[src/pkg/dcum_pkg.sv]
// shared constants and types for the mode-controlled down-counter
package dcum_pkg;

   // datapath widths
   localparam int unsigned CNT_W  = 16;
   localparam int unsigned MODE_W = 3;

   // field positions inside the synchronised pin bundle
   localparam int unsigned PIN_LOAD_LSB = 0;
   localparam int unsigned PIN_MODE_LSB = 16;
   localparam int unsigned PIN_TRIG     = 19;
   localparam int unsigned PIN_WR_N     = 20;
   localparam int unsigned PIN_CLR_N    = 21;
   localparam int unsigned PIN_W        = 22;

   // mode codes as decoded from function_select
   localparam logic [MODE_W-1:0] MODE_LEVEL     = 3'h0;
   localparam logic [MODE_W-1:0] MODE_LEVEL_INV = 3'h1;
   localparam logic [MODE_W-1:0] MODE_PULSE     = 3'h2;
   localparam logic [MODE_W-1:0] MODE_PULSE_INV = 3'h3;
   localparam logic [MODE_W-1:0] MODE_HOLD      = 3'h4;
   localparam logic [MODE_W-1:0] MODE_HOLD_INV  = 3'h5;
   localparam logic [MODE_W-1:0] MODE_ONESHOT   = 3'h6;
   localparam logic [MODE_W-1:0] MODE_FREQ      = 3'h7;

   // reset values
   localparam logic [CNT_W-1:0]  CNT_RST   = 16'h0000;
   localparam logic [CNT_W-1:0]  CNT_ONE   = 16'h0001;
   localparam logic [PIN_W-1:0]  PIN_RST   = 22'h300000;
   localparam logic [CNT_W-1:0]  LATCH_RST = 16'h0000;

   // behaviour classes of the eight modes
   typedef enum logic [2:0] {
      DCUM_LEVEL,
      DCUM_PULSE,
      DCUM_HOLD,
      DCUM_ONESHOT,
      DCUM_FREQ
   } dcum_class_t;

   // counter sequencing
   typedef enum logic [1:0] {
      DCUM_IDLE,
      DCUM_LOADED,
      DCUM_COUNTING
   } dcum_phase_t;

endpackage

[src/pkg/dcum_if.sv]
`timescale 1ns/1ps
`default_nettype none
// synchronised controls from the pin front end to the counter core
interface dcum_if;
   logic                          trig;      // trigger, synchronised
   logic [dcum_pkg::MODE_W-1:0]   mode;      // function select, synchronised
   logic [dcum_pkg::CNT_W-1:0]    latch_val; // load value held by the latches
   logic                          clear_n;   // master clear, synchronised

   modport src (output trig, output mode, output latch_val, output clear_n);
   modport snk (input trig, input mode, input latch_val, input clear_n);
endinterface
`default_nettype wire

[src/dcum_pin_sync.sv]
`timescale 1ns/1ps
`default_nettype none
module dcum_pin_sync (
   input  wire logic                        ref_clk_in,        // core clock
   input  wire logic                        rstn_in,           // sync reset, active low
   input  wire logic                        trigger_input_in,  // trigger pin
   input  wire logic [dcum_pkg::MODE_W-1:0] function_select_in,// mode pins
   input  wire logic [dcum_pkg::CNT_W-1:0]  load_value_in,     // data pins
   input  wire logic                        latch_write_n_in,  // latch write, active low
   input  wire logic                        clear_all_n_in,    // master clear pin
   dcum_if.src                              ctl                // synchronised controls
);

   typedef struct packed {
      logic [dcum_pkg::PIN_W-1:0] s1;    // first synchroniser stage
      logic [dcum_pkg::PIN_W-1:0] s2;    // second synchroniser stage
      logic [dcum_pkg::CNT_W-1:0] latch; // load-value latches
   } dcum_sync_t;

   dcum_sync_t st_reg;
   dcum_sync_t st_next;

   // s1 feeds only s2; every decision below looks at s2
   always_comb begin
      st_next    = st_reg;
      st_next.s1 = {clear_all_n_in, latch_write_n_in, trigger_input_in, function_select_in, load_value_in};
      st_next.s2 = st_reg.s1;
      if (!st_reg.s2[dcum_pkg::PIN_WR_N]) begin
         st_next.latch = st_reg.s2[dcum_pkg::PIN_LOAD_LSB +: dcum_pkg::CNT_W];
      end
   end

   always_ff @(posedge ref_clk_in) begin
      if (!rstn_in) begin
         st_reg <= '{s1: dcum_pkg::PIN_RST, s2: dcum_pkg::PIN_RST, latch: dcum_pkg::LATCH_RST};
      end else begin
         st_reg <= st_next;
      end
   end

   assign ctl.trig      = st_reg.s2[dcum_pkg::PIN_TRIG];
   assign ctl.mode      = st_reg.s2[dcum_pkg::PIN_MODE_LSB +: dcum_pkg::MODE_W];
   assign ctl.clear_n   = st_reg.s2[dcum_pkg::PIN_CLR_N];
   assign ctl.latch_val = st_reg.latch;

endmodule
`default_nettype wire

[src/dcum_top.sv]
// Notes on behaviour
// - inverted hold mode: output rests high, low for one clock at zero
// - inverted hold mode: divided output toggles as primary output falls
// - one-shot and frequency modes: trigger high loads latches every edge
// - one-shot and frequency modes: trigger fall starts decrement next edge
// - one-shot: output rests low, rises on the first decrement edge
// - one-shot: at zero output returns low and divided output toggles
// - one-shot: trigger during countdown reloads without touching the output
// - one-shot: high pulse lasts N-1 clocks for loaded value N
// - frequency mode: at terminal count output high one clock, divided output toggles
// - frequency mode: terminal edge also reloads counter from latches
// - frequency mode: decrementing resumes on the edge after reload
// - frequency mode: runs forever after one trigger until master clear
// - frequency mode: trigger high reloads counter and clears output
// - select inputs decode as a binary mode number zero to seven
// - load latches transparent while write low, hold after it rises
// - hold modes: trigger freezes count; no reload until zero reached
// - only mode seven reloads by itself; others need a trigger pulse
`timescale 1ns/1ps
`default_nettype none
module dcum_top (
   input  wire logic                        ref_clk_in,         // core clock, 125 MHz
   input  wire logic                        rstn_in,            // sync reset, active low
   input  wire logic                        trigger_input_in,   // load/count select pin
   input  wire logic [dcum_pkg::MODE_W-1:0] function_select_in, // mode select pins
   input  wire logic [dcum_pkg::CNT_W-1:0]  load_value_in,      // load value pins
   input  wire logic                        latch_write_n_in,   // latch write, active low
   input  wire logic                        clear_all_n_in,     // master clear, active low
   output logic                             q_out,              // primary output
   output logic                             q_div2_out,         // primary divided by two
   output logic [dcum_pkg::CNT_W-1:0]       count_out,          // live counter value
   output logic                             counting_out        // countdown in progress
);

   dcum_if ctl ();

   // pin synchronisers and load latches
   dcum_pin_sync i_dcum_pin_sync (
      .ref_clk_in         (ref_clk_in),
      .rstn_in            (rstn_in),
      .trigger_input_in   (trigger_input_in),
      .function_select_in (function_select_in),
      .load_value_in      (load_value_in),
      .latch_write_n_in   (latch_write_n_in),
      .clear_all_n_in     (clear_all_n_in),
      .ctl                (ctl)
   );

   typedef struct packed {
      dcum_pkg::dcum_phase_t      phase;  // sequencing of the counter
      logic [dcum_pkg::CNT_W-1:0] cnt;    // down-counter
      logic                       active; // output asserted, before polarity
      logic                       q;      // primary output level
      logic                       q2;     // divided output level
   } dcum_state_t;

   dcum_state_t st_reg;
   dcum_state_t st_next;

   // binary mode decode into behaviour classes
   function automatic dcum_pkg::dcum_class_t mode_class(input logic [dcum_pkg::MODE_W-1:0] m);
      dcum_pkg::dcum_class_t c;
      c = dcum_pkg::DCUM_LEVEL;
      case (m)
         dcum_pkg::MODE_LEVEL,
         dcum_pkg::MODE_LEVEL_INV: begin
            c = dcum_pkg::DCUM_LEVEL;
         end
         dcum_pkg::MODE_PULSE,
         dcum_pkg::MODE_PULSE_INV: begin
            c = dcum_pkg::DCUM_PULSE;
         end
         dcum_pkg::MODE_HOLD,
         dcum_pkg::MODE_HOLD_INV: begin
            c = dcum_pkg::DCUM_HOLD;
         end
         dcum_pkg::MODE_ONESHOT: begin
            c = dcum_pkg::DCUM_ONESHOT;
         end
         dcum_pkg::MODE_FREQ: begin
            c = dcum_pkg::DCUM_FREQ;
         end
         default: begin
            c = dcum_pkg::DCUM_LEVEL;
         end
      endcase
      return c;
   endfunction

   // odd modes below six drive the output inverted
   function automatic logic mode_inverted(input logic [dcum_pkg::MODE_W-1:0] m);
      logic inv;
      inv = 1'b0;
      case (m)
         dcum_pkg::MODE_LEVEL_INV,
         dcum_pkg::MODE_PULSE_INV,
         dcum_pkg::MODE_HOLD_INV: begin
            inv = 1'b1;
         end
         default: begin
            inv = 1'b0;
         end
      endcase
      return inv;
   endfunction

   // per-mode behaviour flags, so the next-state logic never compares mode codes itself
   typedef struct packed {
      logic one_clock;  // active level lasts a single clock
      logic hold;       // trigger during a countdown only pauses it
      logic keep_q;     // a reload leaves the output as it stands
      logic start_high; // output rises when decrementing starts
   } dcum_attr_t;

   // binary select code to behaviour flags
   function automatic dcum_attr_t mode_attr(input logic [dcum_pkg::MODE_W-1:0] m);
      dcum_attr_t a;
      a = '0;
      case (m)
         // level output, rests low
         dcum_pkg::MODE_LEVEL: begin
            a.one_clock  = 1'b0;
            a.hold       = 1'b0;
            a.keep_q     = 1'b0;
            a.start_high = 1'b0;
         end
         // level output, rests high
         dcum_pkg::MODE_LEVEL_INV: begin
            a.one_clock  = 1'b0;
            a.hold       = 1'b0;
            a.keep_q     = 1'b0;
            a.start_high = 1'b0;
         end
         // single-clock pulse at zero
         dcum_pkg::MODE_PULSE: begin
            a.one_clock  = 1'b1;
            a.hold       = 1'b0;
            a.keep_q     = 1'b0;
            a.start_high = 1'b0;
         end
         // single-clock pulse at zero, inverted
         dcum_pkg::MODE_PULSE_INV: begin
            a.one_clock  = 1'b1;
            a.hold       = 1'b0;
            a.keep_q     = 1'b0;
            a.start_high = 1'b0;
         end
         // pulse at zero, trigger freezes the count
         dcum_pkg::MODE_HOLD: begin
            a.one_clock  = 1'b1;
            a.hold       = 1'b1;
            a.keep_q     = 1'b0;
            a.start_high = 1'b0;
         end
         // pulse at zero, inverted, trigger freezes the count
         dcum_pkg::MODE_HOLD_INV: begin
            a.one_clock  = 1'b1;
            a.hold       = 1'b1;
            a.keep_q     = 1'b0;
            a.start_high = 1'b0;
         end
         // retriggerable one-shot: reload must not cut the pulse short
         dcum_pkg::MODE_ONESHOT: begin
            a.one_clock  = 1'b0;
            a.hold       = 1'b0;
            a.keep_q     = 1'b1;
            a.start_high = 1'b1;
         end
         // free-running generator, single-clock pulse per period
         dcum_pkg::MODE_FREQ: begin
            a.one_clock  = 1'b1;
            a.hold       = 1'b0;
            a.keep_q     = 1'b0;
            a.start_high = 1'b0;
         end
         default: begin
            a = '0;
         end
      endcase
      return a;
   endfunction

   dcum_pkg::dcum_class_t cls;
   dcum_attr_t            attr;
   logic                  inv;
   logic                  one_clock;
   logic                  terminal;
   logic                  frozen;

   // shared decode of the current mode and counter
   always_comb begin
      cls       = mode_class(ctl.mode);
      attr      = mode_attr(ctl.mode);
      inv       = mode_inverted(ctl.mode);
      one_clock = attr.one_clock;
      terminal  = (st_reg.cnt == dcum_pkg::CNT_ONE);
      // a hold-mode countdown ignores the trigger except to pause
      frozen    = attr.hold && (st_reg.phase == dcum_pkg::DCUM_COUNTING) &&
                  (st_reg.cnt != dcum_pkg::CNT_RST);
   end

   // next state of the counter and outputs
   always_comb begin
      st_next = st_reg;
      // pulse classes hold the active level one clock only
      if (one_clock) begin
         st_next.active = 1'b0;
      end
      if (ctl.trig) begin
         if (frozen) begin
            // count held where it stood, no reload
            st_next.cnt = st_reg.cnt;
         end else begin
            // trigger high loads the latched value
            st_next.cnt   = ctl.latch_val;
            st_next.phase = dcum_pkg::DCUM_LOADED;
            // one-shot reload leaves the output alone
            if (attr.keep_q) begin
               st_next.active = st_reg.active;
            end else begin
               st_next.active = 1'b0;
            end
         end
      end else begin
         case (st_reg.phase)
            dcum_pkg::DCUM_IDLE: begin
               // idle until a fresh trigger pulse
               st_next.phase = dcum_pkg::DCUM_IDLE;
            end
            dcum_pkg::DCUM_LOADED,
            dcum_pkg::DCUM_COUNTING: begin
               if (st_reg.cnt == dcum_pkg::CNT_RST) begin
                  // a zero load idles the counter
                  st_next.phase = dcum_pkg::DCUM_IDLE;
               end else begin
                  // trigger fall arms, decrement on this edge
                  st_next.phase = dcum_pkg::DCUM_COUNTING;
                  st_next.cnt   = st_reg.cnt - dcum_pkg::CNT_ONE;
                  // one-shot output rises as decrementing starts
                  if (attr.start_high && (st_reg.phase == dcum_pkg::DCUM_LOADED)) begin
                     st_next.active = 1'b1;
                  end
                  if (terminal) begin
                     // divided output toggles here, with the rise of the active pulse or, in one-shot, its fall
                     st_next.q2 = ~st_reg.q2;
                     case (cls)
                        dcum_pkg::DCUM_ONESHOT: begin
                           // output was high from first decrement to here
                           st_next.active = 1'b0;
                           st_next.phase  = dcum_pkg::DCUM_IDLE;
                        end
                        dcum_pkg::DCUM_FREQ: begin
                           st_next.active = 1'b1;
                           st_next.cnt    = ctl.latch_val;
                           st_next.phase  = dcum_pkg::DCUM_COUNTING;
                        end
                        default: begin
                           // level, pulse and hold classes assert at zero
                           st_next.active = 1'b1;
                           st_next.phase  = dcum_pkg::DCUM_IDLE;
                        end
                     endcase
                  end
               end
            end
            default: begin
               st_next.phase = dcum_pkg::DCUM_IDLE;
            end
         endcase
      end
      // polarity applied once, output stays a flip-flop
      st_next.q = st_next.active ^ inv;
      // master clear returns everything to rest
      if (!ctl.clear_n) begin
         st_next.phase  = dcum_pkg::DCUM_IDLE;
         st_next.cnt    = dcum_pkg::CNT_RST;
         st_next.active = 1'b0;
         st_next.q2     = 1'b0;
         st_next.q      = inv;
      end
   end

   // single state register; reset values are constants only
   always_ff @(posedge ref_clk_in) begin
      if (!rstn_in) begin
         st_reg <= '{phase:  dcum_pkg::DCUM_IDLE,
                     cnt:    dcum_pkg::CNT_RST,
                     active: 1'b0,
                     q:      1'b0,
                     q2:     1'b0};
      end else begin
         st_reg <= st_next;
      end
   end

   // outputs straight from the state register
   assign q_out        = st_reg.q;
   assign q_div2_out   = st_reg.q2;
   assign count_out    = st_reg.cnt;
   assign counting_out = (st_reg.phase == dcum_pkg::DCUM_COUNTING);

endmodule
`default_nettype wire

[config.mk]
export PLATFORM = sky130hd
export DESIGN_NAME = dcum_top
export DESIGN_NICKNAME = d
export VERILOG_FILES = /design/src/pkg/dcum_pkg.sv /design/src/pkg/dcum_if.sv /design/src/dcum_pin_sync.sv /design/src/dcum_top.sv
export SDC_FILE = /design/constraint.sdc
export NUM_CORES = 1
export LEC_CHECK = 0
export BUFFER_PORTS_ARGS = -buffer_cell sky130_fd_sc_hd__buf_2
export CORE_ASPECT_RATIO = 0.7
export CORE_UTILIZATION = 45
export DETAILED_ROUTE_END_ITERATION = 8
export PLACE_DENSITY = 0.73
export SLEW_MARGIN = 0
export SYNTH_ARGS = -nofsm -noshare
export SYNTH_HDL_FRONTEND = slang
export SYNTH_SLANG_ARGS = --single-unit
[constraint.sdc]
create_clock -name ref_clk_in -period 4 [get_ports ref_clk_in]
set_clock_uncertainty 0.2 [all_clocks]
set_input_delay 0.8 -clock ref_clk_in [delete_from_list [all_inputs] [get_ports ref_clk_in]]
set_output_delay 0.8 -clock ref_clk_in [all_outputs]
set_load 0.02 [all_outputs]
# Yosys cells after proc, flatten, opt, wreduce, memory -nomap -nowiden
# Memory sizes are Yosys's and may differ from the RTL's. A register that Yosys moved wholly into a read port is not among the register bits.
# Index checks and enable logic that the tools add are counted.
[totals]
mem_count = 2
output_inout_bits = 19
ramBits = 0
rom_bits = 56
register_bits = 81
wordCells = 59
latchBits = 0
input_bits = 24
[op_classes]
div = 0
n_eq_ne = 10
n_reduce_logical = 11
shifts = 0
muxes = 23
bitwise_logic = 4
multipliers = 0
magnitude_cmp = 0
n_addsub = 1
[memory_table]
columns = ["memory", "depth", "width", "read_ports", "rd_ports_with_merged_regs", "write_ports", "line_no", "rtl"]
rows = [
  ["(no name shown)", 8, 4, 1, 1, 0, "dcum_top.sv:119", "case (m)"],
  ["(no name shown)", 8, 3, 1, 1, 0, "dcum_top.sv:64", "case (m)"],
]
[op_table]
columns = ["operator", "n"]
rows = [
  ["2-to-1 mux 19 bit", 2],
  ["2-to-1 mux 17 bit", 2],
  ["2-to-1 mux 16 bit", 2],
  ["== test 16 x 1 -> 1 bit (second input constant)", 1],
  ["zero test 16 bit", 1],
  ["nonzero test 16 bit", 1],
  ["subtractor 16 x 1 -> 16 bit (second input constant)", 1],
  ["2-to-1 mux 1 bit", 10],
  ["2-to-1 mux 2 bit", 5],
  ["== test 3 x 2 -> 1 bit (second input constant)", 2],
  ["== test 3 bit (second input constant)", 2],
  ["2-to-1 mux 3 bit", 2],
  ["AND reduction 4 bit", 1],
  ["== test 3 x 1 -> 1 bit (second input constant)", 1],
  ["logical AND 1 bit", 3],
  ["inverter 1 bit", 3],
  ["AND reduction 3 bit", 1],
  ["OR reduction 3 bit", 1],
  ["== test 2 x 1 -> 1 bit (second input constant)", 1],
  ["== test 2 bit (second input constant)", 1],
  ["!= test 2 x 1 -> 1 bit (second input constant)", 1],
  ["!= test 2 bit (second input constant)", 1],
  ["AND reduction 2 bit", 1],
  ["nonzero test 2 bit", 1],
  ["other kinds (2)", 2],
]

# Longest topological paths before layout
# Gate-level depths: netlist of the first run.
[depth]
ltp_word = 9
depth_mapped = 9
mapped_depth_nobuf = 8

# Cells and area by module
# From an unflattened synthesis of the first run, not the netlist that was laid out.
[hier_totals]
hier_cells = 370
hier_area_um2 = 3490.8
[modules_own_cells]
columns = ["module", "cells_each", "seq_area_each_um2", "n_inst", "area_each_um2"]
rows = [
  ["dcum_pin_sync", 163, 1201.2, 1, 1934.4],
  ["dcum_top", 207, 420.4, 1, 1556.5],
]

# Worst setup path after synthesis of the first run
# OpenSTA, ideal clock, no wires.
[synth_timing]
path_type = "flip-flop to flip-flop"
startpoint = "reg st_reg, in the netlist count_out[4]"
endpoint = "reg st_reg, in the netlist count_out[15]"
t_required_ps = 3720
synth_period_minus_slack_ps = 2605
slack_ps = 1395
n_path_buf = 1
setup_ps = 80
arrival_time_ps = 2324
stages_incl_launch_ff = 7
cell_sequence = "dfxtp_1 > or4_1 > or3_4 > or4_1 > buf_2 > a211o_1 > a211oi_2"
[synth_via]
elab_chain_cells = 6
word_cells_on_any_way = 13
cone_classes = "add/sub: 1; eq/ne: 3; mux: 5; reduce/logical: 4"
[synth_lines]
columns = ["item", "line_no", "rtl"]
rows = [
  ["start, declared", "dcum_top.sv:57", "dcum_state_t st_reg;"],
  ["start signal, assigned", "dcum_top.sv:286", "st_reg <= '{phase: dcum_pkg::DCUM_IDLE,"],
  ["start signal, assigned", "dcum_top.sv:292", "st_reg <= st_next;"],
  ["subtractor 16 x 1 -> 16 bit", "dcum_top.sv:238", "st_next.cnt = st_reg.cnt - dcum_pkg::CNT_ONE;"],
  ["2-to-1 mux 16 bit", "dcum_top.sv:246", "case (cls)"],
  ["2-to-1 mux 19 bit", "dcum_top.sv:243", "if (terminal) begin"],
  ["2-to-1 mux 17 bit", "dcum_top.sv:232", "if (st_reg.cnt == dcum_pkg::CNT_RST) begin"],
  ["2-to-1 mux 17 bit", "dcum_top.sv:225", "case (st_reg.phase)"],
  ["2-to-1 mux 19 bit", "dcum_top.sv:209", "if (ctl.trig) begin"],
]
# Parallel ways exist; a longest one is shown, timed or not. The select of a mux whose other input is x is not followed.
# A chain may end at the register's enable or synchronous reset.

# Worst setup path in the final report of the first run
[layout_timing]
startpoint = "reg st_reg, in the netlist count_out[5]"
endpoint = "reg st_reg, in the netlist count_out[13]"
# The elaborated chain is that of the path after synthesis.

==> implementation parameters, run 1 <==
Parameter                              Value

Outcome
  Result of the run ... finished clean

Clock tree
  Number of gates resized after CTS ... 0
  Worst skew pair latency ... between 0.3 and 0.4 ns
  Clock tree from TritonCTS ... yes
  Clock edge transition at the registers on the reported setup and hold paths ... around 0.06 ns
  CTS Hold Buffers Added ... 0
  Number of buffers inserted by post-CTS setup repair ... 0
  Number of sinks driven by the clock tree ... 87
  TritonCTS buffer count ... 9
  H-tree levels ... 3
  Clock root buffer master ... sky130_fd_sc_hd__clkbuf_16
  Buffer depth of the longest clock path ... 2

STA
  Final slew viol count ... 0
  Setup repair after global routing missed its margin ... false
  Finish-stage setup viols ... 0
  Actual transition at the worst max-transition pin ... 0.9383 ns
  Final sum of negative setup slack ... 0 ns
  Period utilisation layout ... 0.7603
  Minimum clock period after layout ... slightly above 3 ns
  Count of endpoints failing hold in the final timing report ... 0
  Slew headroom ... 0.3736
  FMAX ... about 330 MHz

Worst setup path
  CP Data Arrival Time ... 3.09 ns
  Number of buffers and inverters on the critical path ... 0
  Worst Setup EP ... count_out[13]$_SDFFE_PN0P_
  Count of cell instances traversed by the critical path ... 6
  Capturing element type of the critical path ... flip-flop
  Chain of cells forming the critical path ... or4_1, or3_4, nor4_4, nor2_1, o311a_1, nor3_1
  FF-to-FF setup slack ... 0.96 ns
  Startpoint type of the worst setup path ... flip-flop
  Master of the slowest instance on the critical path ... sky130_fd_sc_hd__nor4_4
  Highest cell delay on the worst timing path ... 0.75 ns
  Worst-path maximum fanout ... 15
  Worst setup path startpoint ... count_out[5]$_SDFFE_PN0P_
  Crit Reg-Reg Endpoint ... count_out[13]$_SDFFE_PN0P_
  Critical path type ... flip-flop to flip-flop
  Worst path top cell family by delay ... simple AND/OR/NAND/NOR gates
  Worst Reg-to-Reg Cells ... 6
  Data required, critical path ... about 4.1 ns
  Worst R2R Start ... count_out[5]$_SDFFE_PN0P_

Yosys
  Number of cells produced by synthesis ... around 380
  Mapped Area ... roughly 3600 µm²
  Unique masters post-synth ... between 40 and 50
  Portion of the post-synthesis area used by sequential elements ... 0.4888
  Number of enable-type register cells in the synthesized netlist ... 0
  Yosys warnings ... 0
  Count of state elements after synthesis ... 87
  Post-Synthesis Net Count ... just over 400
  Proportion of register bits with asynchronous set or reset after synthesis ... 0
  Main flop type after synthesis ... sky130_fd_sc_hd__dfxtp_1
  Mean Syn Cell Area ... between 9 and 10 µm²

GRT
  Via count of the first global-routing pass ... ~2500
  Total overflow reported by the global router ... 0
  Largest net degree at the start of global routing ... 64
  Initial antenna violation count ... 0
  GRT Resource Usage Total ... 0.1880
  Global-route wire length before repair ... ~12000 µm

Finish
  Post-route insts no fill ... 512
  Footprint of the flip-flops and latches ... 1742 µm²
  Number of diodes ... 0
  Area overhead of the layout relative to synthesis ... 13.83%
  Fraction of final layout cells with drive strength greater than 1 ... 0.1691
  Leading cell type in the layout, fill and taps excluded ... sky130_fd_sc_hd__dfxtp_1
  Number of nets in the layout ... roughly 440
  Area of all placed cells without fillers ... 4056 µm²
  Number of filler instances in the final layout ... approximately 690
  Multi-input combinational cell area ... 1590 µm²
  Most used cells in the layout excluding fill and tap cells ... sky130_fd_sc_hd__dfxtp_1 (87), sky130_fd_sc_hd__buf_2 (42), sky130_fd_sc_hd__and2_1 (40)
  Largest register FFs ... 22

Power
  Power, Total ... between 0.0015 and 0.002 W
  Worst-case vdd ir drop ... about 0.00021 V
  Pwr dens ... 485.3 nW/µm²
  Leakage power summed over all cells ... 1.748 nW

Place
  Detailed placement HPWL ... 4908 µm
  Routability-driven placement congestion ratio ... between 0.8 and 0.9
  Total placed instance area ... about 3800 µm²
  Count of port buffers added during placement ... 42
  Placed Cells ... between 400 and 500

Run
  Max cap viols ... 0

Routing
  Via/cell ratio ... approximately 5.3
  Iter 0 DRT Violations ... between 150 and 200
  Average routed wire per standard cell ... between 10 and 15 µm
  Detailed-route wire length ... just over 7000 µm
  1st-pass router iterations ... 5
  Total vias in the final route ... 2739
  DRC violation count after routing ... 0
  Post-DRT Antenna Nets ... 0

Worst hold path
  Class of the most critical hold timing path ... flip-flop to flip-flop

Floorplanning
  Placeable core region ... roughly 7500 µm²
  Effective utilization at floorplan ... 0.4763
  Std-Cell Rows ... 26
  Horizontal extent of the die ... between 100 and 150 µm
  Count of pins on the block boundary ... between 40 and 50
  Overall die area ... between 8000 and 9000 µm²
  Vertical die dimension ... 76.45 µm
per-layer routing:
layer / GRT usage / share of wire / vias to the layer above
met4: 0.04595 / 0.0088 / 0
met3: 0.07442 / 0.093 / 10
met2: 0.2656 / 0.44 / 102
met1: 0.2650 / 0.46 / 1264
met5: 0 / 0 / -
li1: - / - / 1363
synthesized netlist by cell type, types with 3 or more instances:
cell type                  count  area (µm²)
sky130_fd_sc_hd__dfxtp_1      87        1742
sky130_fd_sc_hd__and2_1       40       250.2
sky130_fd_sc_hd__nor2_1       25       93.84
sky130_fd_sc_hd__nor2b_1      21       131.4
sky130_fd_sc_hd__nor3_1       21       105.1
sky130_fd_sc_hd__nand2_1      20       75.07
sky130_fd_sc_hd__a21oi_1      17       85.08
sky130_fd_sc_hd__o21ai_0      17       85.08
sky130_fd_sc_hd__buf_4        16       120.1
sky130_fd_sc_hd__mux2i_1      16       160.2
sky130_fd_sc_hd__clkbuf_1     15       56.30
sky130_fd_sc_hd__inv_1        12       45.04
sky130_fd_sc_hd__nor4_1        7       43.79
sky130_fd_sc_hd__xnor2_1       7       61.31
sky130_fd_sc_hd__nand2b_1      5       31.28
sky130_fd_sc_hd__nand3_1       5       25.02
sky130_fd_sc_hd__o311a_1       5       50.05
sky130_fd_sc_hd__ha_1          4       50.05
sky130_fd_sc_hd__nand4_1       4       25.02
sky130_fd_sc_hd__a211oi_1      3       22.52
sky130_fd_sc_hd__a31oi_1       3       18.77
sky130_fd_sc_hd__or4_1         3       22.52
how the worst min path moves through the flow:
stage | start | end | slack (ns) | depth (start not counted)
after floorplan | i_dcum_pin_sync.st_next[37]$_SDFF_PN1_ | i_dcum_pin_sync.ctl.clear_n$_SDFF_PN1_ | 0.19 | 1
after global placement | i_dcum_pin_sync.st_next[36]$_SDFF_PN1_ | i_dcum_pin_sync.st_reg[36]$_SDFF_PN1_ | 0.19 | 1
after detailed placement | i_dcum_pin_sync.st_next[36]$_SDFF_PN1_ | i_dcum_pin_sync.st_reg[36]$_SDFF_PN1_ | 0.20 | 1
after CTS | i_dcum_pin_sync.st_next[36]$_SDFF_PN1_ | i_dcum_pin_sync.st_reg[36]$_SDFF_PN1_ | 0.21 | 1
after global routing | i_dcum_pin_sync.st_next[36]$_SDFF_PN1_ | i_dcum_pin_sync.st_reg[36]$_SDFF_PN1_ | 0.22 | 1
final | i_dcum_pin_sync.st_next[36]$_SDFF_PN1_ | i_dcum_pin_sync.st_reg[36]$_SDFF_PN1_ | 0.21 | 1
power by group:
group	internal, W	leakage, nW	switching, W
Clock	0.000493	0.144	0.000346
Combinational	0.0000894	0.891	0.000116
Sequential	0.000899	0.713	0.0000256
Total	0.00148	1.75	0.000487
layout make-up:
cell class	instances	share of cell area
clock inverter	6	0.01789
sequential	87	0.4294
tap	98	0.03023
multi-input combinational	251	0.3920
timing repair buffer	48	0.06292
clock buffer	10	0.05645
inverter	12	0.01110
metrics by stage:
stage	hold WS, ns	util	setup WS (ns)
floorplan	0.1863	-	1.395
global placement	0.1918	0.5018	1.057
detailed placement	0.1955	0.5018	1.046
CTS	0.2104	0.5421	1.013
global route	0.2221	0.5421	0.7805
finish	0.2070	0.5421	0.9587
logic make-up (layout without fill, tap and decap cells):
logic type | count (synthesis) | count (layout) | synth area share
AND/OR/NAND/NOR | 165 | 165 | 0.2623
buffers and inverters | 45 | 76 | 0.06496
adder cells (fa/ha/maj) | 4 | 4 | 0.01405
multiplexers | 16 | 16 | 0.04494
AO/OA/AOI/OAI | 59 | 59 | 0.1078
flip-flops | 87 | 87 | 0.4888
XOR/XNOR | 7 | 7 | 0.01721
Power figures use the tool's default switching activity.
==> run 2, diff against run 1 <==
--- a/config.mk
+++ b/config.mk
@@ -5,6 +5,7 @@
 export SDC_FILE = /design/constraint.sdc
 export NUM_CORES = 1
 export LEC_CHECK = 0
+export ABC_AREA = 1
 export BUFFER_PORTS_ARGS = -buffer_cell sky130_fd_sc_hd__buf_2
 export CORE_ASPECT_RATIO = 0.7
 export CORE_UTILIZATION = 45
==> constraint.sdc (replaced) <==
create_clock -name ref_clk_in -period 3 [get_ports ref_clk_in]
set_clock_uncertainty 0.2 [all_clocks]
set_input_delay 0.6 -clock ref_clk_in [delete_from_list [all_inputs] [get_ports ref_clk_in]]
set_output_delay 0.6 -clock ref_clk_in [all_outputs]
set_load 0.02 [all_outputs]
==> run 2 against run 1 <==
Maximum frequency grew 41%. Wire length is 3.4% higher. Synthesized cell count grew 27%. Clock power up 40%. Hold slack better by 0.0049 ns. Power rose by 45%. Via count up 4.2%. Largest power group unchanged.
==> implementation parameters, run 2 <==
Parameter                              Value

STA
  Final setup margin ... 0.8442 ns (was 0.9587 ns)
  Setup repair after global routing missed its margin ... false (unchanged)
  Actual transition at the worst max-transition pin ... 0.7193 ns (was 0.9383 ns)
  Period utilisation layout ... 0.7186 (was 0.7603)
  Finish-stage setup viols ... 0 (unchanged)
  Final slew viol count ... 0 (unchanged)
  Slew headroom ... 0.5198 (was 0.3736)
  Minimum clock period after layout ... 2.156 ns (was 3.041 ns)
  Count of endpoints failing hold in the final timing report ... 0 (unchanged)
  Final sum of negative setup slack ... 0 ns (unchanged)
  FMAX ... 463.9 MHz (was 328.8 MHz)

Floorplanning
  Std-Cell Rows ... 27 (was 26)
  Overall die area ... 8654 µm² (was 8284 µm²)
  Effective utilization at floorplan ... 0.4693 (was 0.4763)
  Count of pins on the block boundary ... 43 (unchanged)
  Horizontal extent of the die ... 110.8 µm (was 108.4 µm)
  Vertical die dimension ... 78.13 µm (was 76.45 µm)
  Placeable core region ... 7939 µm² (was 7482 µm²)

Finish
  Number of diodes ... 0 (unchanged)
  Largest register FFs ... 22 (unchanged)
  Most used cells in the layout excluding fill and tap cells ... sky130_fd_sc_hd__dfxtp_1 (87), sky130_fd_sc_hd__nand2_1 (83), sky130_fd_sc_hd__inv_1 (77) (was sky130_fd_sc_hd__dfxtp_1 (87), sky130_fd_sc_hd__buf_2 (42), sky130_fd_sc_hd__and2_1 (40))
  Fraction of final layout cells with drive strength greater than 1 ... 0.1676 (was 0.1691)
  Area overhead of the layout relative to synthesis ... 12.39% (was 13.83%)
  Number of filler instances in the final layout ... 753 (was 694)
  Number of nets in the layout ... 536 (was 437)
  Leading cell type in the layout, fill and taps excluded ... sky130_fd_sc_hd__dfxtp_1 (unchanged)

Clock tree
  TritonCTS buffer count ... 9 (unchanged)
  Buffer depth of the longest clock path ... 2 (unchanged)
  Number of gates resized after CTS ... 0 (unchanged)
  Clock edge transition at the registers on the reported setup and hold paths ... 0.07 ns (was 0.06 ns)
  Clock root buffer master ... sky130_fd_sc_hd__clkbuf_16 (unchanged)
  Number of sinks driven by the clock tree ... 87 (unchanged)
  H-tree levels ... 3 (unchanged)
  CTS Hold Buffers Added ... 0 (unchanged)
  Worst skew pair latency ... 0.34 ns (about the same)
  Number of buffers inserted by post-CTS setup repair ... 0 (unchanged)
  Clock tree from TritonCTS ... yes (unchanged)

Worst setup path
  Capturing element type of the critical path ... flip-flop (unchanged)
  Crit Reg-Reg Endpoint ... count_out[3]$_SDFFE_PN0P_ (was count_out[13]$_SDFFE_PN0P_)
  Startpoint type of the worst setup path ... flip-flop (unchanged)
  CP Data Arrival Time ... 2.19 ns (was 3.09 ns)
  Critical path type ... flip-flop to flip-flop (unchanged)
  Worst Reg-to-Reg Cells ... 11 (was 6)
  Data required, critical path ... 3.03 ns (was 4.05 ns)
  FF-to-FF setup slack ... 0.84 ns (was 0.96 ns)
  Worst-path maximum fanout ... 24 (was 15)
  Worst R2R Start ... count_out[0]$_SDFFE_PN0P_ (was count_out[5]$_SDFFE_PN0P_)

Routing
  Post-DRT Antenna Nets ... 0 (unchanged)
  Total vias in the final route ... 2855 (was 2739)
  Average routed wire per standard cell ... 12.01 µm (was 13.93 µm)
  1st-pass router iterations ... 7 (was 5)
  Iter 0 DRT Violations ... 213 (was 188)
  DRC violation count after routing ... 0 (unchanged)
  Via/cell ratio ... 4.650 (was 5.350)
  Detailed-route wire length ... 7376 µm (was 7132 µm)

Yosys
  Most common cell in the netlist ... sky130_fd_sc_hd__dfxtp_1 (unchanged)
  Post-Synthesis Net Count ... 513 (was 411)
  Most area-hungry cell type in the Yosys netlist ... sky130_fd_sc_hd__dfxtp_1 (unchanged)
  Yosys warnings ... 0 (unchanged)
  List of most frequent post-synthesis cells ... sky130_fd_sc_hd__dfxtp_1 (87), sky130_fd_sc_hd__nand2_1 (83), sky130_fd_sc_hd__inv_1 (77) (was sky130_fd_sc_hd__dfxtp_1 (87), sky130_fd_sc_hd__and2_1 (40), sky130_fd_sc_hd__nor2_1 (25))
  Main flop type after synthesis ... sky130_fd_sc_hd__dfxtp_1 (unchanged)
  Number of cells produced by synthesis ... 485 (was 383)
  Proportion of register bits with asynchronous set or reset after synthesis ... 0 (unchanged)
  Portion of the post-synthesis area used by sequential elements ... 0.4674 (was 0.4888)
  Number of enable-type register cells in the synthesized netlist ... 0 (unchanged)
  Mean Syn Cell Area ... 7.683 µm² (was 9.304 µm²)
  Synth top area cells ... sky130_fd_sc_hd__dfxtp_1 (47%), sky130_fd_sc_hd__nand2_1 (8.4%), sky130_fd_sc_hd__inv_1 (7.8%), sky130_fd_sc_hd__nor2_1 (4.9%), sky130_fd_sc_hd__a21oi_1 (4.8%) (was sky130_fd_sc_hd__dfxtp_1 (49%), sky130_fd_sc_hd__and2_1 (7.0%), sky130_fd_sc_hd__mux2i_1 (4.5%), sky130_fd_sc_hd__nor2b_1 (3.7%), sky130_fd_sc_hd__buf_4 (3.4%))
  Count of state elements after synthesis ... 87 (unchanged)
  Unique masters post-synth ... 31 (was 46)
  Mapped Area ... 3726 µm² (was 3563 µm²)
  Area share of the leading cell type in the synthesized netlist ... 0.4674 (was 0.4888)

GRT
  Global-route wire length before repair ... 12640 µm (was 11930 µm)
  Initial antenna violation count ... 0 (unchanged)
  Largest net degree at the start of global routing ... 59 (was 64)
  Total overflow reported by the global router ... 0 (unchanged)
  GRT Resource Usage Total ... 0.1833 (was 0.1880)
  Via count of the first global-routing pass ... 2635 (was 2475)

Run
  Max cap viols ... 0 (unchanged)

Outcome
  Result of the run ... finished clean (unchanged)

Worst hold path
  Class of the most critical hold timing path ... flip-flop to flip-flop (unchanged)
  Startpoint of the tightest hold check path ... i_dcum_pin_sync.st_next[37]$_SDFF_PN1_ (was i_dcum_pin_sync.st_next[36]$_SDFF_PN1_)
  WHS Endpoint ... i_dcum_pin_sync.ctl.clear_n$_SDFF_PN1_ (was i_dcum_pin_sync.st_reg[36]$_SDFF_PN1_)
  Hold Crit Depth ... 1 (unchanged)

Place
  Worst slack at placement ... 0.8706 ns (was 1.046 ns)
  Routability-driven placement congestion ratio ... 0.9396 (was 0.8777)
  Count of port buffers added during placement ... 42 (unchanged)
  Detailed placement HPWL ... 5157 µm (was 4908 µm)

Power
  Pwr dens ... 679.3 nW/µm² (was 485.3 nW/µm²)
  Leakage power summed over all cells ... 2.194 nW (was 1.748 nW)
  Worst-case vdd ir drop ... 0.0003523 V (was 0.0002130 V)
==> run 2: cell count changes after synthesis, moves of 19 or more <==
cell	previous run	this run
sky130_fd_sc_hd__nor2b_1	21	0
sky130_fd_sc_hd__nand2_1	20	83
sky130_fd_sc_hd__inv_1	12	77
sky130_fd_sc_hd__nor2_1	25	49
sky130_fd_sc_hd__a21oi_1	17	36
sky130_fd_sc_hd__and2_1	40	0
==> run 2: logic make-up (layout without fill, tap and decap cells) <==
logic type                 count (synthesis)  count (layout)  share of synthesized area
xor gates and xnor gates                  10              10                    0.02350
DFF                                       87              87                     0.4674
adders and majority gates                  4               4                    0.01343
and+or+nand+nor                          174             174                     0.2152
AOI/OAI and AO/OA                         99              99                     0.1437
buffers and inverters                    111             139                     0.1367
==> run 2: worst max-delay path, cell delays in order (launching register included) <==
cell                      delay (ns)
sky130_fd_sc_hd__dfxtp_1        0.34
sky130_fd_sc_hd__inv_1          0.11
sky130_fd_sc_hd__ha_1           0.22
sky130_fd_sc_hd__nand2_2        0.12
sky130_fd_sc_hd__nor2_4         0.19
sky130_fd_sc_hd__nand2_4        0.09
sky130_fd_sc_hd__nand2_4        0.10
sky130_fd_sc_hd__nand2_4        0.10
sky130_fd_sc_hd__nand2_4        0.24
sky130_fd_sc_hd__o21ai_0        0.15
sky130_fd_sc_hd__a21oi_1        0.14
sky130_fd_sc_hd__nor2_1         0.06
==> run 2: stage by stage <==
stage	util	std cells	hold WS, ns	instance area, µm²	power [W]
detailed placement	0.4868	598	0.1968	3865	0.001695
global route	0.5275	614	0.2286	4188	0.002971
floorplan	-	485	0.1905	3726	0.001618
CTS	0.5275	614	0.2132	4188	0.002860
finish	0.5275	614	0.2119	4188	0.002845
global placement	0.4868	598	0.1987	3865	0.001689
==> run 2: report_power, final <==
group | switching [W] | total [W] | internal, W
Combinational | 0.000265 | 0.000414 | 0.000149
Clock | 0.000493 | 0.00117 | 0.000674
Sequential | 0.0000504 | 0.00127 | 0.00121
==> run 2: how the worst max path moves through the flow <==
stage	cells after the start	start	slack, ns	endpoint
2_1_floorplan	12	count_out[0]$_SDFFE_PN0P_	1.21	count_out[8]$_SDFFE_PN0P_
3_3_place_gp	11	count_out[0]$_SDFFE_PN0P_	0.91	count_out[3]$_SDFFE_PN0P_
3_5_place_dp	11	count_out[0]$_SDFFE_PN0P_	0.87	count_out[3]$_SDFFE_PN0P_
4_1_cts	11	count_out[0]$_SDFFE_PN0P_	0.85	count_out[3]$_SDFFE_PN0P_
5_1_grt	11	count_out[0]$_SDFFE_PN0P_	0.65	count_out[3]$_SDFFE_PN0P_
6_report	11	count_out[0]$_SDFFE_PN0P_	0.84	count_out[3]$_SDFFE_PN0P_
==> run 2: area by class of cell <==
| class | count | area (µm²) | area share |
|---|---|---|---|
| Sequential cell | 87 | 1742 | 0.4159 |
| Timing Repair Buffer | 44 | 225.2 | 0.05378 |
| Inverter | 79 | 296.5 | 0.07081 |
| Tap cell | 101 | 126.4 | 0.03018 |
| Clock buffer | 9 | 225.2 | 0.05378 |
| Multi-Input combinational cell | 287 | 1475 | 0.3523 |
| Clock inverter | 7 | 97.59 | 0.02330 |
==> run 2: metal layers <==
metal	share of wire	global-route usage	vias up
li1	-	-	1545
met1	0.53	0.2662	1206
met2	0.39	0.2516	98
met3	0.073	0.06332	6
met4	0.010	0.05467	0
met5	0	0	-
